===== src/verilog/aiq_pkg.sv =====
// Package of constants and types for the injected queue control block
package aiq_pkg;
  // Register offsets (byte addresses, one word each)
  localparam logic [7:0] ADDR_CTRL = 8'h00;
  localparam logic [7:0] ADDR_CFG = 8'h04;
  localparam logic [7:0] ADDR_JSEQ = 8'h08;
  localparam logic [7:0] ADDR_COMMON = 8'h0c;
  localparam logic [7:0] ADDR_STATUS = 8'h10;
  localparam logic [7:0] ADDR_IRQ_EN = 8'h14;
  localparam logic [7:0] ADDR_IRQ_CLR = 8'h18;
  localparam logic [7:0] ADDR_THRESH = 8'h1c;
  localparam logic [7:0] ADDR_JRES0 = 8'h20;
  localparam logic [7:0] ADDR_REGRES = 8'h30;
  localparam logic [7:0] ADDR_ID = 8'h34;
  // Control bits
  localparam int CTRL_JSTART_BIT = 0;
  localparam int CTRL_JSTOP_BIT = 1;
  // Config bits
  localparam int CFG_QDIS_BIT = 0;
  localparam int CFG_QMODE_BIT = 1;
  localparam int CFG_OVERRUN_MODE_SELECT_BIT = 2;
  localparam int CFG_GUARD_LSB = 8;
  // Injected sequence register fields
  localparam int JSEQ_LEN_LSB = 0;
  localparam int JSEQ_TSEL_LSB = 2;
  localparam int JSEQ_TPOL_LSB = 6;
  localparam int JSEQ_CH_LSB = 8;
  // Status bits
  localparam int ST_INJECTED_SEQUENCE_END_FLAG_BIT = 0;
  localparam int ST_AWD_BIT = 1;
  localparam int ST_QEMPTY_BIT = 2;
  localparam int ST_OVR_BIT = 3;
  localparam int NUM_EVENTS = 4;
  // Dual mode codes
  localparam logic [4:0] DUAL_INTL_SIMINJ = 5'h03;
  localparam logic [4:0] DUAL_INTL_ONLY = 5'h07;
  // Reset values
  localparam logic [31:0] CFG_RESET = 32'h0000_0000;
  localparam logic [31:0] JSEQ_RESET = 32'h0000_0000;
  localparam logic [31:0] THRESH_RESET = 32'hffff_0000;
  // Identity value, arbitrary
  localparam logic [31:0] ID_VALUE = 32'h0000_a5c3;
  localparam int QDEPTH = 2;
  localparam int RES_W = 16;

  typedef enum logic [1:0] {
    AIQ_IDLE = 2'b00,
    AIQ_WAIT = 2'b01,
    AIQ_CONV = 2'b11,
    AIQ_DONE = 2'b10
  } aiq_state_t;
endpackage : aiq_pkg


===== src/verilog/aiq_conv_if.sv =====
// Interface between sequencer and the conversion core side
`timescale 1ns/10ps
interface aiq_conv_if;
  logic start;
  logic [4:0] chan;
  logic injected;
  logic eoc;
  logic [15:0] data;
  modport seq (output start, output chan, output injected,
               input eoc, input data);
  modport core (input start, input chan, input injected,
                output eoc, output data);
endinterface : aiq_conv_if


===== src/verilog/aiq_ctx_queue.sv =====
// Two-entry context queue for injected sequence settings
`timescale 1ns/10ps
module aiq_ctx_queue (
  // Clock and reset
  input wire logic clk,
  input wire logic rst_n,
  // Push side
  input wire logic push,
  input wire logic [31:0] push_ctx,
  // Consume side
  input wire logic pop,
  input wire logic keep_last,
  // State
  output logic [31:0] head_ctx,
  output logic empty,
  output logic full
);
  logic [31:0] mem_q [aiq_pkg::QDEPTH];
  logic [1:0] cnt_q;
  logic do_pop;
  logic stale_q;
  logic retire;

  // Keep last context when queue would run dry
  assign do_pop = pop && (cnt_q != 2'd0) && !(keep_last && cnt_q == 2'd1);
  // Kept context is used up: a new write takes its slot, never queues behind
  assign retire = stale_q || (pop && keep_last && cnt_q == 2'd1);
  assign empty = (cnt_q == 2'd0);
  assign full = (cnt_q == 2'(aiq_pkg::QDEPTH));
  assign head_ctx = mem_q[0];

  // Ordered storage, shift on consume; full write overwrites tail
  always_ff @(posedge clk) begin
    if (!rst_n) begin
      cnt_q <= 2'd0;
      stale_q <= 1'b0;
      mem_q[0] <= aiq_pkg::JSEQ_RESET;
      mem_q[1] <= aiq_pkg::JSEQ_RESET;
    end else begin
      if (do_pop) begin
        mem_q[0] <= mem_q[1];
      end
      if (push) begin
        if (do_pop) begin
          mem_q[(cnt_q == 2'd2) ? 1 : 0] <= push_ctx;
        end else if (retire || cnt_q == 2'd0) begin
          mem_q[0] <= push_ctx;
        end else begin
          mem_q[1] <= push_ctx;
        end
      end
      if (push && !do_pop && !retire && cnt_q != 2'd2) begin
        cnt_q <= cnt_q + 2'd1;
      end else if (do_pop && !push) begin
        cnt_q <= cnt_q - 2'd1;
      end
      // Used-up last context stays as head until a write replaces it
      if (push || do_pop) begin
        stale_q <= 1'b0;
      end else if (retire) begin
        stale_q <= 1'b1;
      end
    end
  end
endmodule : aiq_ctx_queue


===== src/verilog/aiq_watchdog.sv =====
// Analog watchdog output flag
`timescale 1ns/10ps
module aiq_watchdog (
  // Clock and reset
  input wire logic clk,
  input wire logic rst_n,
  // Conversion result
  input wire logic eoc,
  input wire logic guarded,
  input wire logic [15:0] data,
  input wire logic [31:0] thresh,
  // Flag
  output logic awd_q
);
  logic outside;

  // Low threshold in low half, high threshold in high half
  assign outside = (data < thresh[15:0]) || (data > thresh[31:16]);

  // Only guarded conversions move the flag
  always_ff @(posedge clk) begin
    if (!rst_n) begin
      awd_q <= 1'b0;
    end else if (eoc && guarded) begin
      awd_q <= outside;
    end
  end
endmodule : aiq_watchdog


===== src/verilog/aiq_top.sv =====
// Injected queue control of a converter: registers, queue, sequencer
//
// Operation
// - Sequence end consumes queue, next uses latest
// - Queue active when disable bit clear; wait trigger
// - Queue mode 0 keeps last context
// - Each context runs separately, never merged
// - Dual codes 3, 7; no spurious regular start
// - Watchdog rises on guarded out-of-range result
// - Watchdog clears only on guarded in-range result
// - Stop command halts; results keep their rank
//
// Our own choices: strobed register access and the register offsets.
`timescale 1ns/10ps
module aiq_top (
  // Clock and reset
  input wire logic clk,
  input wire logic rst_n,
  // Register port
  input wire logic [7:0] addr,
  input wire logic [31:0] wdata,
  input wire logic wr,
  input wire logic rd,
  output logic [31:0] rdata_q,
  // Triggers from pins
  input wire logic [15:0] inj_trig_pin,
  input wire logic reg_trig_pin,
  // Conversion core
  output logic conv_start_q,
  output logic [4:0] conv_chan_q,
  output logic conv_inj_q,
  input wire logic conv_eoc,
  input wire logic [15:0] conv_data,
  // Status outputs
  output logic watchdog_out_signal,
  output logic irq_q
);
  //////////////////////////////////////////////////////////////////////////
  // Registers and pin sync
  logic [31:0] cfg_q;
  logic [31:0] common_q;
  logic [31:0] thresh_q;
  logic [3:0] irq_en_q;
  logic [3:0] status_q;
  logic [15:0] jres_q [4];
  logic [15:0] regres_q;
  logic [15:0] tsync1_q, tsync2_q, tprev_q;
  logic rsync1_q, rsync2_q, rprev_q;
  logic jrun_q;
  logic [1:0] rank_q;
  logic awd_q;
  aiq_pkg::aiq_state_t state_q;
  logic [31:0] ctx_q;
  logic [31:0] head_ctx;
  logic q_empty, q_full;
  logic seq_done, pop_req, trig_hit, reg_trig;
  logic [3:0] ev;
  logic stop_cmd;
  logic context_queue_disable, queue_mode_select, overrun_mode_select;
  logic [4:0] dual_mode;
  logic reg_pending_q;

  aiq_conv_if cif ();

  assign context_queue_disable = cfg_q[aiq_pkg::CFG_QDIS_BIT];
  assign queue_mode_select = cfg_q[aiq_pkg::CFG_QMODE_BIT];
  assign overrun_mode_select = cfg_q[aiq_pkg::CFG_OVERRUN_MODE_SELECT_BIT];
  assign dual_mode = common_q[4:0];
  assign stop_cmd = wr && addr == aiq_pkg::ADDR_CTRL
                    && wdata[aiq_pkg::CTRL_JSTOP_BIT];

  // Decode one field of a context word
  function automatic logic [4:0] ctx_chan(input logic [31:0] c,
                                          input logic [1:0] r);
    ctx_chan = c[aiq_pkg::JSEQ_CH_LSB + 6*r +: 5];
  endfunction : ctx_chan

  // Two-flop sync on external triggers before any edge logic
  always_ff @(posedge clk) begin
    if (!rst_n) begin
      tsync1_q <= 16'h0000;
      tsync2_q <= 16'h0000;
      tprev_q <= 16'h0000;
      rsync1_q <= 1'b0;
      rsync2_q <= 1'b0;
      rprev_q <= 1'b0;
    end else begin
      tsync1_q <= inj_trig_pin;
      tsync2_q <= tsync1_q;
      tprev_q <= tsync2_q;
      rsync1_q <= reg_trig_pin;
      rsync2_q <= rsync1_q;
      rprev_q <= rsync2_q;
    end
  end

  // Selected trigger edge of the active context, polarity applied
  always_comb begin
    logic [3:0] sel;
    logic [1:0] pol;
    logic now_l, was_l;
    sel = ctx_q[aiq_pkg::JSEQ_TSEL_LSB +: 4];
    pol = ctx_q[aiq_pkg::JSEQ_TPOL_LSB +: 2];
    now_l = tsync2_q[sel];
    was_l = tprev_q[sel];
    case (pol)
      2'b01: trig_hit = now_l && !was_l;
      2'b10: trig_hit = !now_l && was_l;
      2'b11: trig_hit = now_l != was_l;
      default: trig_hit = 1'b0;
    endcase
  end
  assign reg_trig = rsync2_q && !rprev_q;

  //////////////////////////////////////////////////////////////////////////
  // Software register writes
  always_ff @(posedge clk) begin
    if (!rst_n) begin
      cfg_q <= aiq_pkg::CFG_RESET;
      common_q <= 32'h0000_0000;
      thresh_q <= aiq_pkg::THRESH_RESET;
      irq_en_q <= 4'h0;
    end else if (wr) begin
      case (addr)
        aiq_pkg::ADDR_CFG: cfg_q <= wdata;
        aiq_pkg::ADDR_COMMON: common_q <= wdata;
        aiq_pkg::ADDR_THRESH: thresh_q <= wdata;
        aiq_pkg::ADDR_IRQ_EN: irq_en_q <= wdata[3:0];
        default: ;
      endcase
    end
  end

  // Queue: writes go in order; disabled queue is never consumed, so its head stays in use
  aiq_ctx_queue u_queue (
    .clk(clk),
    .rst_n(rst_n),
    .push(wr && addr == aiq_pkg::ADDR_JSEQ),
    .push_ctx(wdata),
    .pop(pop_req),
    .keep_last(!queue_mode_select),
    .head_ctx(head_ctx),
    .empty(q_empty),
    .full(q_full)
  );

  //////////////////////////////////////////////////////////////////////////
  // Injected sequencer
  assign seq_done = state_q == aiq_pkg::AIQ_CONV && cif.eoc
                    && rank_q == ctx_q[1:0];
  // Consume only at sequence end, never mid-sequence
  assign pop_req = seq_done && !context_queue_disable;

  always_ff @(posedge clk) begin
    if (!rst_n) begin
      state_q <= aiq_pkg::AIQ_IDLE;
      ctx_q <= aiq_pkg::JSEQ_RESET;
      rank_q <= 2'd0;
      jrun_q <= 1'b0;
    end else begin
      case (state_q)
        aiq_pkg::AIQ_IDLE: begin
          // Stop wins over a start in the same cycle
          jrun_q <= !stop_cmd && (jrun_q || (wr && addr == aiq_pkg::ADDR_CTRL
                    && wdata[aiq_pkg::CTRL_JSTART_BIT]));
          if (jrun_q && !stop_cmd
              && (!q_empty || context_queue_disable)) begin
            // Context latched whole; a later write cannot merge
            ctx_q <= head_ctx;
            state_q <= aiq_pkg::AIQ_WAIT;
          end
        end
        aiq_pkg::AIQ_WAIT: begin
          if (stop_cmd) begin
            state_q <= aiq_pkg::AIQ_IDLE;
            jrun_q <= 1'b0;
          end else if (trig_hit) begin
            // New context only launches on its own trigger
            rank_q <= 2'd0;
            state_q <= aiq_pkg::AIQ_CONV;
          end else begin
            // Follow the head so a write after completion is what runs
            ctx_q <= head_ctx;
          end
        end
        aiq_pkg::AIQ_CONV: begin
          if (cif.eoc) begin
            if (seq_done) begin
              state_q <= aiq_pkg::AIQ_DONE;
            end else begin
              rank_q <= rank_q + 2'd1;
            end
          end
          if (stop_cmd) begin
            state_q <= aiq_pkg::AIQ_IDLE;
            jrun_q <= 1'b0;
          end
        end
        aiq_pkg::AIQ_DONE: begin
          state_q <= aiq_pkg::AIQ_IDLE;
          jrun_q <= jrun_q && !stop_cmd;
        end
        default: state_q <= aiq_pkg::AIQ_IDLE;
      endcase
    end
  end

  // Injected results land by their own rank, even with a stop pending
  always_ff @(posedge clk) begin
    if (!rst_n) begin
      for (int i = 0; i < 4; i++) begin
        jres_q[i] <= 16'h0000;
      end
    end else if (cif.eoc && state_q == aiq_pkg::AIQ_CONV) begin
      jres_q[rank_q] <= cif.data;
    end
  end

  //////////////////////////////////////////////////////////////////////////
  // Regular conversions and core drive
  // Regular only on its trigger; held off behind injected work
  always_ff @(posedge clk) begin
    if (!rst_n) begin
      reg_pending_q <= 1'b0;
      regres_q <= 16'h0000;
    end else begin
      if (reg_trig) begin
        reg_pending_q <= 1'b1;
      end else if (conv_start_q && !conv_inj_q) begin
        reg_pending_q <= 1'b0;
      end
      if (cif.eoc && state_q != aiq_pkg::AIQ_CONV
          && (overrun_mode_select || !status_q[aiq_pkg::ST_OVR_BIT])) begin
        regres_q <= cif.data;
      end
    end
  end

  // Start pulses; injected start on its trigger in WAIT, or in CONV on each rank result before the last
  always_ff @(posedge clk) begin
    if (!rst_n) begin
      conv_start_q <= 1'b0;
      conv_chan_q <= 5'h00;
      conv_inj_q <= 1'b0;
    end else begin
      conv_start_q <= 1'b0;
      if (state_q == aiq_pkg::AIQ_WAIT && trig_hit && !stop_cmd) begin
        conv_start_q <= 1'b1;
        conv_inj_q <= 1'b1;
        conv_chan_q <= ctx_chan(ctx_q, 2'd0);
      end else if (state_q == aiq_pkg::AIQ_CONV && cif.eoc && !seq_done
                   && !stop_cmd) begin
        conv_start_q <= 1'b1;
        conv_inj_q <= 1'b1;
        conv_chan_q <= ctx_chan(ctx_q, rank_q + 2'd1);
      end else if (reg_pending_q && state_q == aiq_pkg::AIQ_IDLE
                   && !conv_start_q && (reg_trig
                   || !(dual_mode == aiq_pkg::DUAL_INTL_SIMINJ
                   || dual_mode == aiq_pkg::DUAL_INTL_ONLY))) begin
        // Interleaved modes: regular start tied to a fresh trigger
        conv_start_q <= 1'b1;
        conv_inj_q <= 1'b0;
        conv_chan_q <= cfg_q[aiq_pkg::CFG_GUARD_LSB +: 5];
      end
    end
  end

  assign cif.eoc = conv_eoc;
  assign cif.data = conv_data;
  assign cif.start = conv_start_q;
  assign cif.chan = conv_chan_q;
  assign cif.injected = conv_inj_q;

  // Watchdog guards the channel picked in config bits 20:16
  aiq_watchdog u_awd (
    .clk(clk),
    .rst_n(rst_n),
    .eoc(cif.eoc),
    .guarded(conv_chan_q == cfg_q[20:16]),
    .data(cif.data),
    .thresh(thresh_q),
    .awd_q(awd_q)
  );
  assign watchdog_out_signal = awd_q;

  //////////////////////////////////////////////////////////////////////////
  // Interrupt status: set beats clear
  assign ev[aiq_pkg::ST_INJECTED_SEQUENCE_END_FLAG_BIT] = seq_done;
  assign ev[aiq_pkg::ST_AWD_BIT] = cif.eoc && awd_q == 1'b0
                                   && conv_chan_q == cfg_q[20:16];
  assign ev[aiq_pkg::ST_QEMPTY_BIT] = q_empty && pop_req;
  assign ev[aiq_pkg::ST_OVR_BIT] = cif.eoc && state_q != aiq_pkg::AIQ_CONV;

  always_ff @(posedge clk) begin
    if (!rst_n) begin
      status_q <= 4'h0;
    end else begin
      status_q <= (status_q & ~((wr && addr == aiq_pkg::ADDR_IRQ_CLR)
                  ? wdata[3:0] : 4'h0)) | ev;
    end
  end

  always_ff @(posedge clk) begin
    if (!rst_n) begin
      irq_q <= 1'b0;
    end else begin
      irq_q <= |(status_q & irq_en_q);
    end
  end

  // Read data valid the cycle after the strobe only
  always_ff @(posedge clk) begin
    if (!rst_n) begin
      rdata_q <= 32'h0000_0000;
    end else if (rd) begin
      case (addr)
        aiq_pkg::ADDR_CTRL: rdata_q <= {31'h0, jrun_q};
        aiq_pkg::ADDR_CFG: rdata_q <= cfg_q;
        aiq_pkg::ADDR_JSEQ: rdata_q <= ctx_q;
        aiq_pkg::ADDR_COMMON: rdata_q <= common_q;
        aiq_pkg::ADDR_STATUS: rdata_q <= {26'h0, q_full, q_empty, status_q};
        aiq_pkg::ADDR_IRQ_EN: rdata_q <= {28'h0, irq_en_q};
        aiq_pkg::ADDR_THRESH: rdata_q <= thresh_q;
        aiq_pkg::ADDR_REGRES: rdata_q <= {16'h0, regres_q};
        aiq_pkg::ADDR_ID: rdata_q <= aiq_pkg::ID_VALUE;
        8'h20, 8'h24, 8'h28, 8'h2c: rdata_q <= {16'h0, jres_q[addr[3:2]]};
        default: rdata_q <= 32'h0000_0000;
      endcase
    end else begin
      rdata_q <= 32'h0000_0000;
    end
  end
endmodule : aiq_top


===== config.mk =====
export PLATFORM = sky130hd
export DESIGN_NAME = aiq_top
export DESIGN_NICKNAME = d
export VERILOG_FILES = /design/src/verilog/aiq_pkg.sv /design/src/verilog/aiq_conv_if.sv /design/src/verilog/aiq_ctx_queue.sv /design/src/verilog/aiq_watchdog.sv /design/src/verilog/aiq_top.sv
export SDC_FILE = /design/constraint.sdc
export NUM_CORES = 1
export LEC_CHECK = 0
export BUFFER_PORTS_ARGS = -buffer_cell sky130_fd_sc_hd__buf_2
export CORE_AREA = 3 3 184 186
export DETAILED_ROUTE_END_ITERATION = 7
export DIE_AREA = 0 0 187 189
export MAX_ROUTING_LAYER = met4
export PLACE_DENSITY = 0.8
export SYNTH_ARGS = -nofsm -noshare
export SYNTH_HDL_FRONTEND = slang
export SYNTH_SLANG_ARGS = --single-unit

===== constraint.sdc =====
create_clock -name clk -period 6.4 [get_ports clk]
set_input_delay 1.6 -clock clk [delete_from_list [all_inputs] [get_ports clk]]
set_output_delay 1.6 -clock clk [all_outputs]
set_load 0.005 [all_outputs]

# [Word-level counts from Yosys, hierarchy flattened]
# Memories as Yosys holds them, arrays and structs flattened.
# Index checks and enable logic that the tools add are counted.
[word_totals] input_bits=78 output_inout_bits=41 mem_bits_rw=128 romBits=0 reg_bits=253 n_memories=2 elab_cells=236 latch_bits=0
[op_classes] n_shift=1 n_lt_le_gt_ge=3 add_sub_neg=4 bitwise=9 n_eq_ne=38 div_mod_pow=0 mul=1 reduce_logical=85 muxes=68
[mem_list] name="jres_q" depth=4 width=16 rd=1 rd_ports_with_merged_regs=0 wr=4 line_no="aiq_top.sv:45" text="logic [15:0] jres_q [4];"
[mem_list] name="u_queue.mem_q" depth=2 width=32 rd=2 rd_ports_with_merged_regs=0 wr=2 line_no="aiq_ctx_queue.sv:18" text="logic [31:0] mem_q [aiq_pkg::QDEPTH];"
[ops] cell="$pmux 32 s10" count=1
[ops] cell="$mux 32" count=7
[ops] cell="$pmux 32 s2" count=1
[ops] cell="$eq 8x6->1 const B" count=6
[ops] cell="$logic_and 1x1->1" count=37
[ops] cell="$mux 1" count=35
[ops] cell="$eq 8x5->1 const B" count=4
[ops] cell="$reduce_or 32->1" count=1
[ops] cell="$shiftx 32x7->5" count=1
[ops] cell="$mux 2" count=13
[ops] cell="$eq 8x4->1 const B" count=2
[ops] cell="$gt 16x16->1" count=1
[ops] cell="$logic_not 1->1" count=16
[ops] cell="$lt 16x16->1" count=1
[ops] cell="$mux 16" count=1
[ops] cell="$ne 2x2->1 const B" count=8
[ops] cell="$reduce_or 16->1" count=1
[ops] cell="$mux 5" count=3
[ops] cell="$eq 2x2->1 const B" count=5
[ops] cell="$reduce_and 2->1" count=5
[ops] cell="$reduce_bool 2->1" count=5
[ops] cell="$logic_or 1x1->1" count=9
[ops] cell="$ne 3x3->1 const B" count=3
[ops] cell="$and 4x4->4" count=2
[ops] cell="other kinds (29)" count=41

# [Logic depth before layout (Yosys ltp)]
# Gate-level depths: netlist of run 1.
[logic_depth] word_depth=15 ltp_mapped=11 depth_no_buf=9

# [Modules after synthesis]
# A second synthesis of run 1 with hierarchy kept.
[unflattened] cells_unflattened=1671 area_unflattened_um2=16553.4
[by_module_without_submodules] mod="aiq_top" cells_each=1297 area_each_um2=12615.8 n_inst=1 seq_area_each_um2=6906.6
[by_module_without_submodules] mod="aiq_ctx_queue" cells_each=255 area_each_um2=3093.0 n_inst=1 seq_area_each_um2=1981.9
[by_module_without_submodules] mod="aiq_watchdog" cells_each=119 area_each_um2=844.6 n_inst=1 seq_area_each_um2=20.0

# [Worst setup path before layout of run 1]
# No wires, ideal clock.
[synth_path] kind="input -> register" start="input conv_eoc" end="memory u_queue.mem_q[1][0] (enable)" n_path_buf=1 cell_stages=5 path_slack_ns=1.174 t_arrival_ns=4.760 setup_ns=0.466 t_required_ns=5.934 cell_sequence="nand3_2 > or4_1 > buf_2 > o21a_1 > o21ai_0"
[synth_lines] element="from (decl)" line_no="aiq_top.sv:32" text="input wire logic conv_eoc,"
[synth_lines] element="to (decl)" line_no="aiq_ctx_queue.sv:18"

==> results of run 1 <==
## how the worst max path moves through the flow
| stage | from | to | slack, ns | cells past startpoint |
|---|---|---|---|---|
| 2_1_floorplan | conv_eoc | u_queue.mem_q[1][0] | 1.17 | 5 |
| 3_3_place_gp | addr[3] | u_queue.mem_q[1][25] | 1.84 | 7 |
| 3_5_place_dp | addr[3] | u_queue.mem_q[1][24] | 1.74 | 7 |
| 4_1_cts | addr[3] | u_queue.mem_q[1][6] | 2.26 | 7 |
| 5_1_grt | addr[3] | u_queue.mem_q[0][21] | 1.95 | 7 |
| 6_report | addr[3] | u_queue.mem_q[1][6] | 2.18 | 7 |
## worst max-delay path, stage by stage
cell,delay [ns]
buf_2,0.45
nor4b_2,0.70
nand3_1,0.27
o21ai_2,0.10
buf_4,0.33
nand2_1,0.75
nor2_1,0.34
## synthesized netlist by cell type, types with 3 or more instances
cell,instances
nand3_1,46
o211ai_1,18
and4_1,3
a22oi_1,55
nor3_1,9
mux4_2,30
nand3b_1,5
a221oi_1,7
nand2_1,226
inv_1,85
and3_1,15
edfxtp_1,128
mux2i_1,26
a21boi_0,4
a31oi_1,9
nor2_1,122
nor4_1,3
clkbuf_1,72
ha_1,36
o21ai_0,46
a41oi_1,7
buf_1,9
a21o_1,4
nor2b_1,21
dfxtp_1,253
and2_1,55
nand4_1,31
o21a_1,7
buf_2,30
o21ai_1,23
a21oi_1,171
a22o_1,4
or4b_1,3
a211oi_1,3
a222oi_1,10
nand2b_1,9
or4_1,3
buf_4,3
xor2_1,6
## area by class of cell
type / count / area, µm² / share of cell area, %
inverters: 85 / 321.6 / 1.751
multi-input cells: 1047 / 6528 / 35.55
repair buffers: 142 / 773.2 / 4.211
well taps: 442 / 553.0 / 3.012
clock buffers: 46 / 1032 / 5.621
clock inverters: 23 / 246.5 / 1.342
flip-flops and latches: 381 / 8909 / 48.51
## layout by cell type, fill, tap and decap left out, types with 6 or more instances in the layout
cell,synthesis,routed
a31oi_1,9,9
o21ai_2,1,6
and2_1,55,55
inv_1,85,84
a222oi_1,10,10
dfxtp_1,253,253
clkbuf_16,0,39
a221oi_1,7,7
buf_4,3,25
o21ai_1,23,24
mux2i_1,26,26
buf_2,30,117
o21a_1,7,7
nor2b_1,21,20
nand4_1,31,31
nand2b_1,9,9
nor3_1,9,9
ha_1,36,36
xor2_1,6,6
nand2_1,226,226
edfxtp_1,128,128
a41oi_1,7,7
and3_1,15,15
a21oi_1,171,171
mux4_2,30,30
clkinv_2,0,7
o21ai_0,46,40
a22oi_1,55,55
nand3_1,46,46
nor2_1,122,120
o211ai_1,18,18
## flip-flops by register name, indices dropped and copies added (netlist names), 2 cells and up
name,cells
cfg_q,32
common_q,32
conv_chan_q,5
ctx_q,32
irq_en_q,4
jres_q,64
rank_q,2
rdata_q,32
regres_q,16
state_q,2
status_q,4
thresh_q,32
tprev_q,16
tsync1_q,16
tsync2_q,16
u_queue.cnt_q,2
u_queue.mem_q,64
## per-stage QoR
step	power [mW]	worst slack [ns]	util (%)	cells
6_report	5.075	2.179	56.58	2166
5_1_grt	5.207	1.945	56.58	2166
4_1_cts	5.092	2.265	56.58	2166
3_5_place_dp	2.831	1.736	52.64	2097
3_3_place_gp	2.821	1.837	52.64	2097
2_1_floorplan	2.727	1.174	-	1628
## metal layers
metal  wire (µm)  vias to the layer above  GRT usage (%)
li1            -                     5913              -
met1       19040                     6341          36.53
met2       21070                      789          40.16
met3        5222                      154          4.518
met4        2178                        0          11.37
met5           0                        -              -
## power breakdown
group,switching [mW],leakage (nW),internal (mW)
sequential,0.0194,3.37,2.54
combinational,0.147,3.05,0.0722
clock,0.934,0.640,1.36
total,1.10,7.06,3.97
## kinds of logic (layout without fill, tap and decap cells)
group                    after synthesis  after routing  share of synthesized area [%]
multiplexers                          56             56                          5.778
XOR/XNOR                               7              7                         0.3785
buffers and inverters                200            296                          4.983
AO/OA/AOI/OAI                        389            389                          14.92
adder cells (fa/ha/maj)               36             36                          2.781
flip-flops                           381            381                          55.00
AND/OR/NAND/NOR                      559            559                          16.15
==> metrics.md, run 1 <==
| Metric | Value |
|---|---|
| Gr usage total | between 20% and 30% |
| LEAKAGE | a little over 7 nW |
| Setup_tns | 0 ns |
| Status | finished, final reports clean |
| Design area | around 18000 µm² |
| # diodes | 0 |
| Syn avg cell area | 9.949 µm² |
| Setup bufs post-CTS | 0 |
| # nets final | ~1800 |
| Largest area contributor in the netlist | dfxtp_1 |
| Sequential-to-total area share from yosys stat | 55.00% |
| Syn nets | ~1700 |
| Relative slew margins | 14.05% |
| FP Rows | 66 |
| Synth top area cells | dfxtp_1 (31%), edfxtp_1 (24%), a21oi_1 (5.3%) |
| Hold path start | tsync1_q[0] |
| Number of buffers created by CTS | 39 |
| Reg2Reg Setup Slack | about 2.4 ns |
| Critical Path End Type | register |
| Slew @ Worst Pin | 1.286 ns |
| Die H | 189 µm |
| Synth unique cells | 68 |
| Hold path depth | 1 |
| Antenna-violating nets left | 0 |
| Die Wd | 187 µm |
| Number of enable flip-flop cells after synthesis | 128 |
| H-tree lvl count | 2 |
| DRC violations left | 0 |
| Placed Area | 17080 µm² |
| Minimum clock period after layout | between 4 and 5 ns |
| Setup Skew | about 0.017 ns |
| Routed wire length | around 48000 µm |
| Worst r2r path cells | 9 |
| Clock buffer depth | 3 |
| Worst-path fanout max | 33 |
| PortBufs | about 120 |
| Fillers | approximately 2700 |
| Total core area | 32450 µm² |
| Worst Setup Start Kind | input pin |
| Worst r2r src | ctx_q[2] |
| TritonCTS Sinks | 381 |
| Syn Inst Count | about 1600 |
| DIE AREA | around 35000 µm² |
| Critical path data required time | ~6.7 ns |
| Worst Path Arrival | around 4.6 ns |
| Synthesized cell area | approximately 16000 µm² |
| Routed vias | 13200 |
| Maximum vdd drop | between 0.0002 and 0.00025 V |
| Fmax achieved | approximately 240 MHz |
| Routed len/inst | between 20 and 25 µm |
| Max cap viols | 0 |
| Ys flop type | dfxtp_1 |
| Yosys reg bits | ~380 |
| Antenna violations before repair | 0 |
| Cell Pwr Density | 276.4 nW/µm² |
| Number of global-route vias before repair | about 13000 |
| Drt pass-1 iters | 7 |
| CP Class | input pin to register |
| Root buffer cell | clkbuf_16 |
| Post-synth top area share | between 30% and 40% |
| Tightest Hold Check Type | register to register |
| Synth async-reset ratio | 0% |
| Starting DRT DRC Count | approximately 1600 |
| Starting density of the core | between 40% and 50% |
| Pin count of the biggest net entering global routing | between 100 and 150 |
| CTS tree | yes |
| Global-route wire length before repair | roughly 72000 µm |
| Worst hold margin | ~0.43 ns |
| Via density | slightly above 6 |
| Dpl hpwl | about 32000 µm |
| Post-CTS sizing | 0 |
| Finish-stage setup viols | 0 |
| Hold Path Sink | tsync2_q[0] |
| RSZ-0062 raised after global routing | false |
| Synthesis-to-finish area growth | 13.37% |
| R2r endpoint | ctx_q[29] |
| Final period utilization | between 60% and 70% |
| Hold Fails Final Rpt | 0 |
| Warning count from the yosys run | 0 |
| CTS Hold Bufs | 0 |
| Clk Latency, worst-skew pair | between 0.5 and 0.6 ns |
| GP Congestion | ~0.99 |
| Clk pin slew, worst setup/hold paths | about 0.060 ns |
| Pins Over Slew Limit | 0 |
| Grt ovf | 0 |
| Layout cells sized above 1 | ~15% |
| Top Ports | approximately 120 |
No activity file was read; power rests on OpenSTA's default activity.
==> run 2, diff against run 1 <==
--- a/config.mk
+++ b/config.mk
@@ -10,7 +10,7 @@
 export DETAILED_ROUTE_END_ITERATION = 7
 export DIE_AREA = 0 0 187 189
 export MAX_ROUTING_LAYER = met4
-export PLACE_DENSITY = 0.8
+export PLACE_DENSITY = 0.82
 export SYNTH_ARGS = -nofsm -noshare
 export SYNTH_HDL_FRONTEND = slang
 export SYNTH_SLANG_ARGS = --single-unit
==> constraint.sdc (replaced) <==
create_clock -name clk -period 3.7 [get_ports clk]
set_input_delay 0.925 -clock clk [delete_from_list [all_inputs] [get_ports clk]]
set_output_delay 0.925 -clock clk [all_outputs]
set_load 0.005 [all_outputs]
==> run 2 against run 1 <==
Combinational power grew 78%. Wire length grew 0.32%. Cell area grew 1.4%. Power grew 74%. Critical path type is now register to register. Sequential share of layout area shrank 0.67 points. Global-route usage grew 0.29 points. Sequential power grew 73%.
==> metrics.md, run 2 (synthesis gave the netlist of run 1 again) <==
| Metric | Value |
|---|---|
| Slew @ Worst Pin | between 1 and 1.5 ns |
| Root buffer cell | clkbuf_16 |
| Die Wd | roughly 190 µm |
| Hold path start | tsync1_q[2] |
| Gr usage total | about 27% |
| Relative slew margins | 19.18% |
| CP top delay family | compound AO/OA/AOI/OAI gates |
| CP Class | register to register |
| Top Ports | 119 |
| Finish-stage setup viols | 0 |
| Number of global-route vias before repair | 12790 |
| LEAKAGE | between 7 and 8 nW |
| Cell Pwr Density | 475.0 nW/µm² |
| Via density | ~6.0 |
| Drt pass-1 iters | 6 |
| Critical Path End Type | register |
| Die H | 189 µm |
| CTS Hold Bufs | 0 |
| TritonCTS Sinks | roughly 380 |
| Setup_tns | 0 ns |
| Max cap viols | 0 |
| Fmax achieved | just under 300 MHz |
| Setup Skew | between 0.01 and 0.015 ns |
| Total core area | ~32000 µm² |
| GP Congestion | around 0.98 |
| Most frequent cell on the critical path | mux4_2 |
| Starting DRT DRC Count | ~1700 |
| Setup bufs post-CTS | 0 |
| Most frequent cells in the layout | dfxtp_1 (253), nand2_1 (226), a21oi_1 (171), edfxtp_1 (128), nor2_1 (120) |
| Critical path data required time | 4.11 ns |
| CP cell instances | buf_4 > mux4_2 > mux4_2 > inv_1 > ha_1 > nor2b_1 > o21ai_0 > a21oi_1 > nor3_1 > o311a_1 |
| DRC violations left | 0 |
| Minimum clock period after layout | 3.390 ns |
| Routed len/inst | 21.78 µm |
| Final period utilization | 91.63% |
| Status | finished, final reports clean |
| Routed wire length | roughly 48000 µm |
| # nets final | 1831 |
| RSZ-0062 raised after global routing | false |
| Antenna violations before repair | 0 |
| Global-route wire length before repair | between 70000 and 80000 µm |
| Layout cells sized above 1 | between 10% and 20% |
| Top Registers | jres_q x64, u_queue.mem_q x64 |
| Maximum vdd drop | a little under 0.0003 V |
| Hold path depth | 1 |
| Antenna-violating nets left | 0 |
| Dpl hpwl | 32160 µm |
| Clock buffer depth | 3 |
| Worst r2r path cells | 10 |
| Worst r2r src | ctx_q[2] |
| FP Rows | between 60 and 70 |
| PortBufs | ~120 |
| Routed vias | around 13000 |
| Slowest CP cell | a21oi_1 |
| Post-CTS sizing | 0 |
| Most common cell after layout, fill and taps aside | dfxtp_1 |
| Number of buffers created by CTS | 38 |
| # diodes | 0 |
| Grt ovf | 0 |
| Hold Fails Final Rpt | 0 |
| Pins Over Slew Limit | 0 |
| CP max stage delay | around 0.55 ns |
| Clk pin slew, worst setup/hold paths | about 0.06 ns |
| Reg2Reg Setup Slack | 0.31 ns |
| CTS tree | yes |
| Clk Latency, worst-skew pair | approximately 0.52 ns |
| Pre-CTS WS | ~0.10 ns |
| Worst-path fanout max | 9 |
| Worst Setup Start Kind | register |
| R2r endpoint | conv_chan_q[3] |
| Critical path buffers and inverters | 2 |
| Worst setup margin | approximately 0.31 ns |
| Starting density of the core | between 40% and 50% |
| H-tree lvl count | 2 |
| Tightest Hold Check Type | register to register |
| Synthesis-to-finish area growth | 14.96% |
| Worst Path Arrival | roughly 3.8 ns |
| Pin count of the biggest net entering global routing | 146 |
| DIE AREA | about 35000 µm² |
| Hold Path Sink | tsync2_q[2] |
-- run 2: stage by stage --
step	cells	hold slack [ns]	cell area [µm²]	util (%)	power (mW)
5_1_grt	2188	0.4472	18620	57.37	9.083
3_3_place_gp	2119	0.4210	17310	53.34	4.889
4_1_cts	2188	0.4386	18620	57.37	8.870
6_report	2188	0.4334	18620	57.37	8.845
2_1_floorplan	1628	0.4119	16200	-	4.716
3_5_place_dp	2119	0.4240	17310	53.34	4.904
-- run 2: worst max-delay path by stage --
stage	start	end	slack, ns	cells after the start
after detailed placement	ctx_q[2]	ctx_q[25]	0.10	10
after floorplan	conv_eoc	u_queue.mem_q[1][0]	0.01	5
after global routing	ctx_q[2]	conv_chan_q[3]	0.03	10
after CTS	ctx_q[2]	ctx_q[18]	0.07	10
after global placement	ctx_q[2]	ctx_q[2]	0.21	10
final	ctx_q[2]	conv_chan_q[3]	0.31	10
-- run 2: report_power, final --
group	total (mW)	internal (mW)	switching [mW]
combinational	0.390	0.134	0.256
clock	4.02	2.42	1.60
sequential	4.43	4.40	0.0321
total	8.84	6.96	1.89
-- run 2: cell type report --
cell class	instances	area (µm²)
tap	442	553.0
timing repair buffer	164	1001
multi-input combinational	1047	6529
inverter	85	321.6
sequential	381	8909
fill	2710	13830
clock buffer	50	1089
clock inverter	19	217.7
-- run 2: layer usage --
layer	up-vias	wire, µm	global-route usage [%]	part of all wire, %
met2	761	21800	41.82	46
met5	-	0	-	0
met3	130	5321	4.036	11
li1	5964	-	-	-
met4	0	2102	10.99	4.4
met1	6371	18440	36.41	39
-- run 2: worst register-to-register path: cells and delay by family, from the launching register on --
kind,cells,cell delay [ns]
AO/OA/AOI/OAI,3,1.10
adder cells (fa/ha/maj),1,0.22
buffers and inverters,2,0.30
flip-flops,1,0.33
multiplexers,2,1.03
AND/OR/NAND/NOR,2,0.31
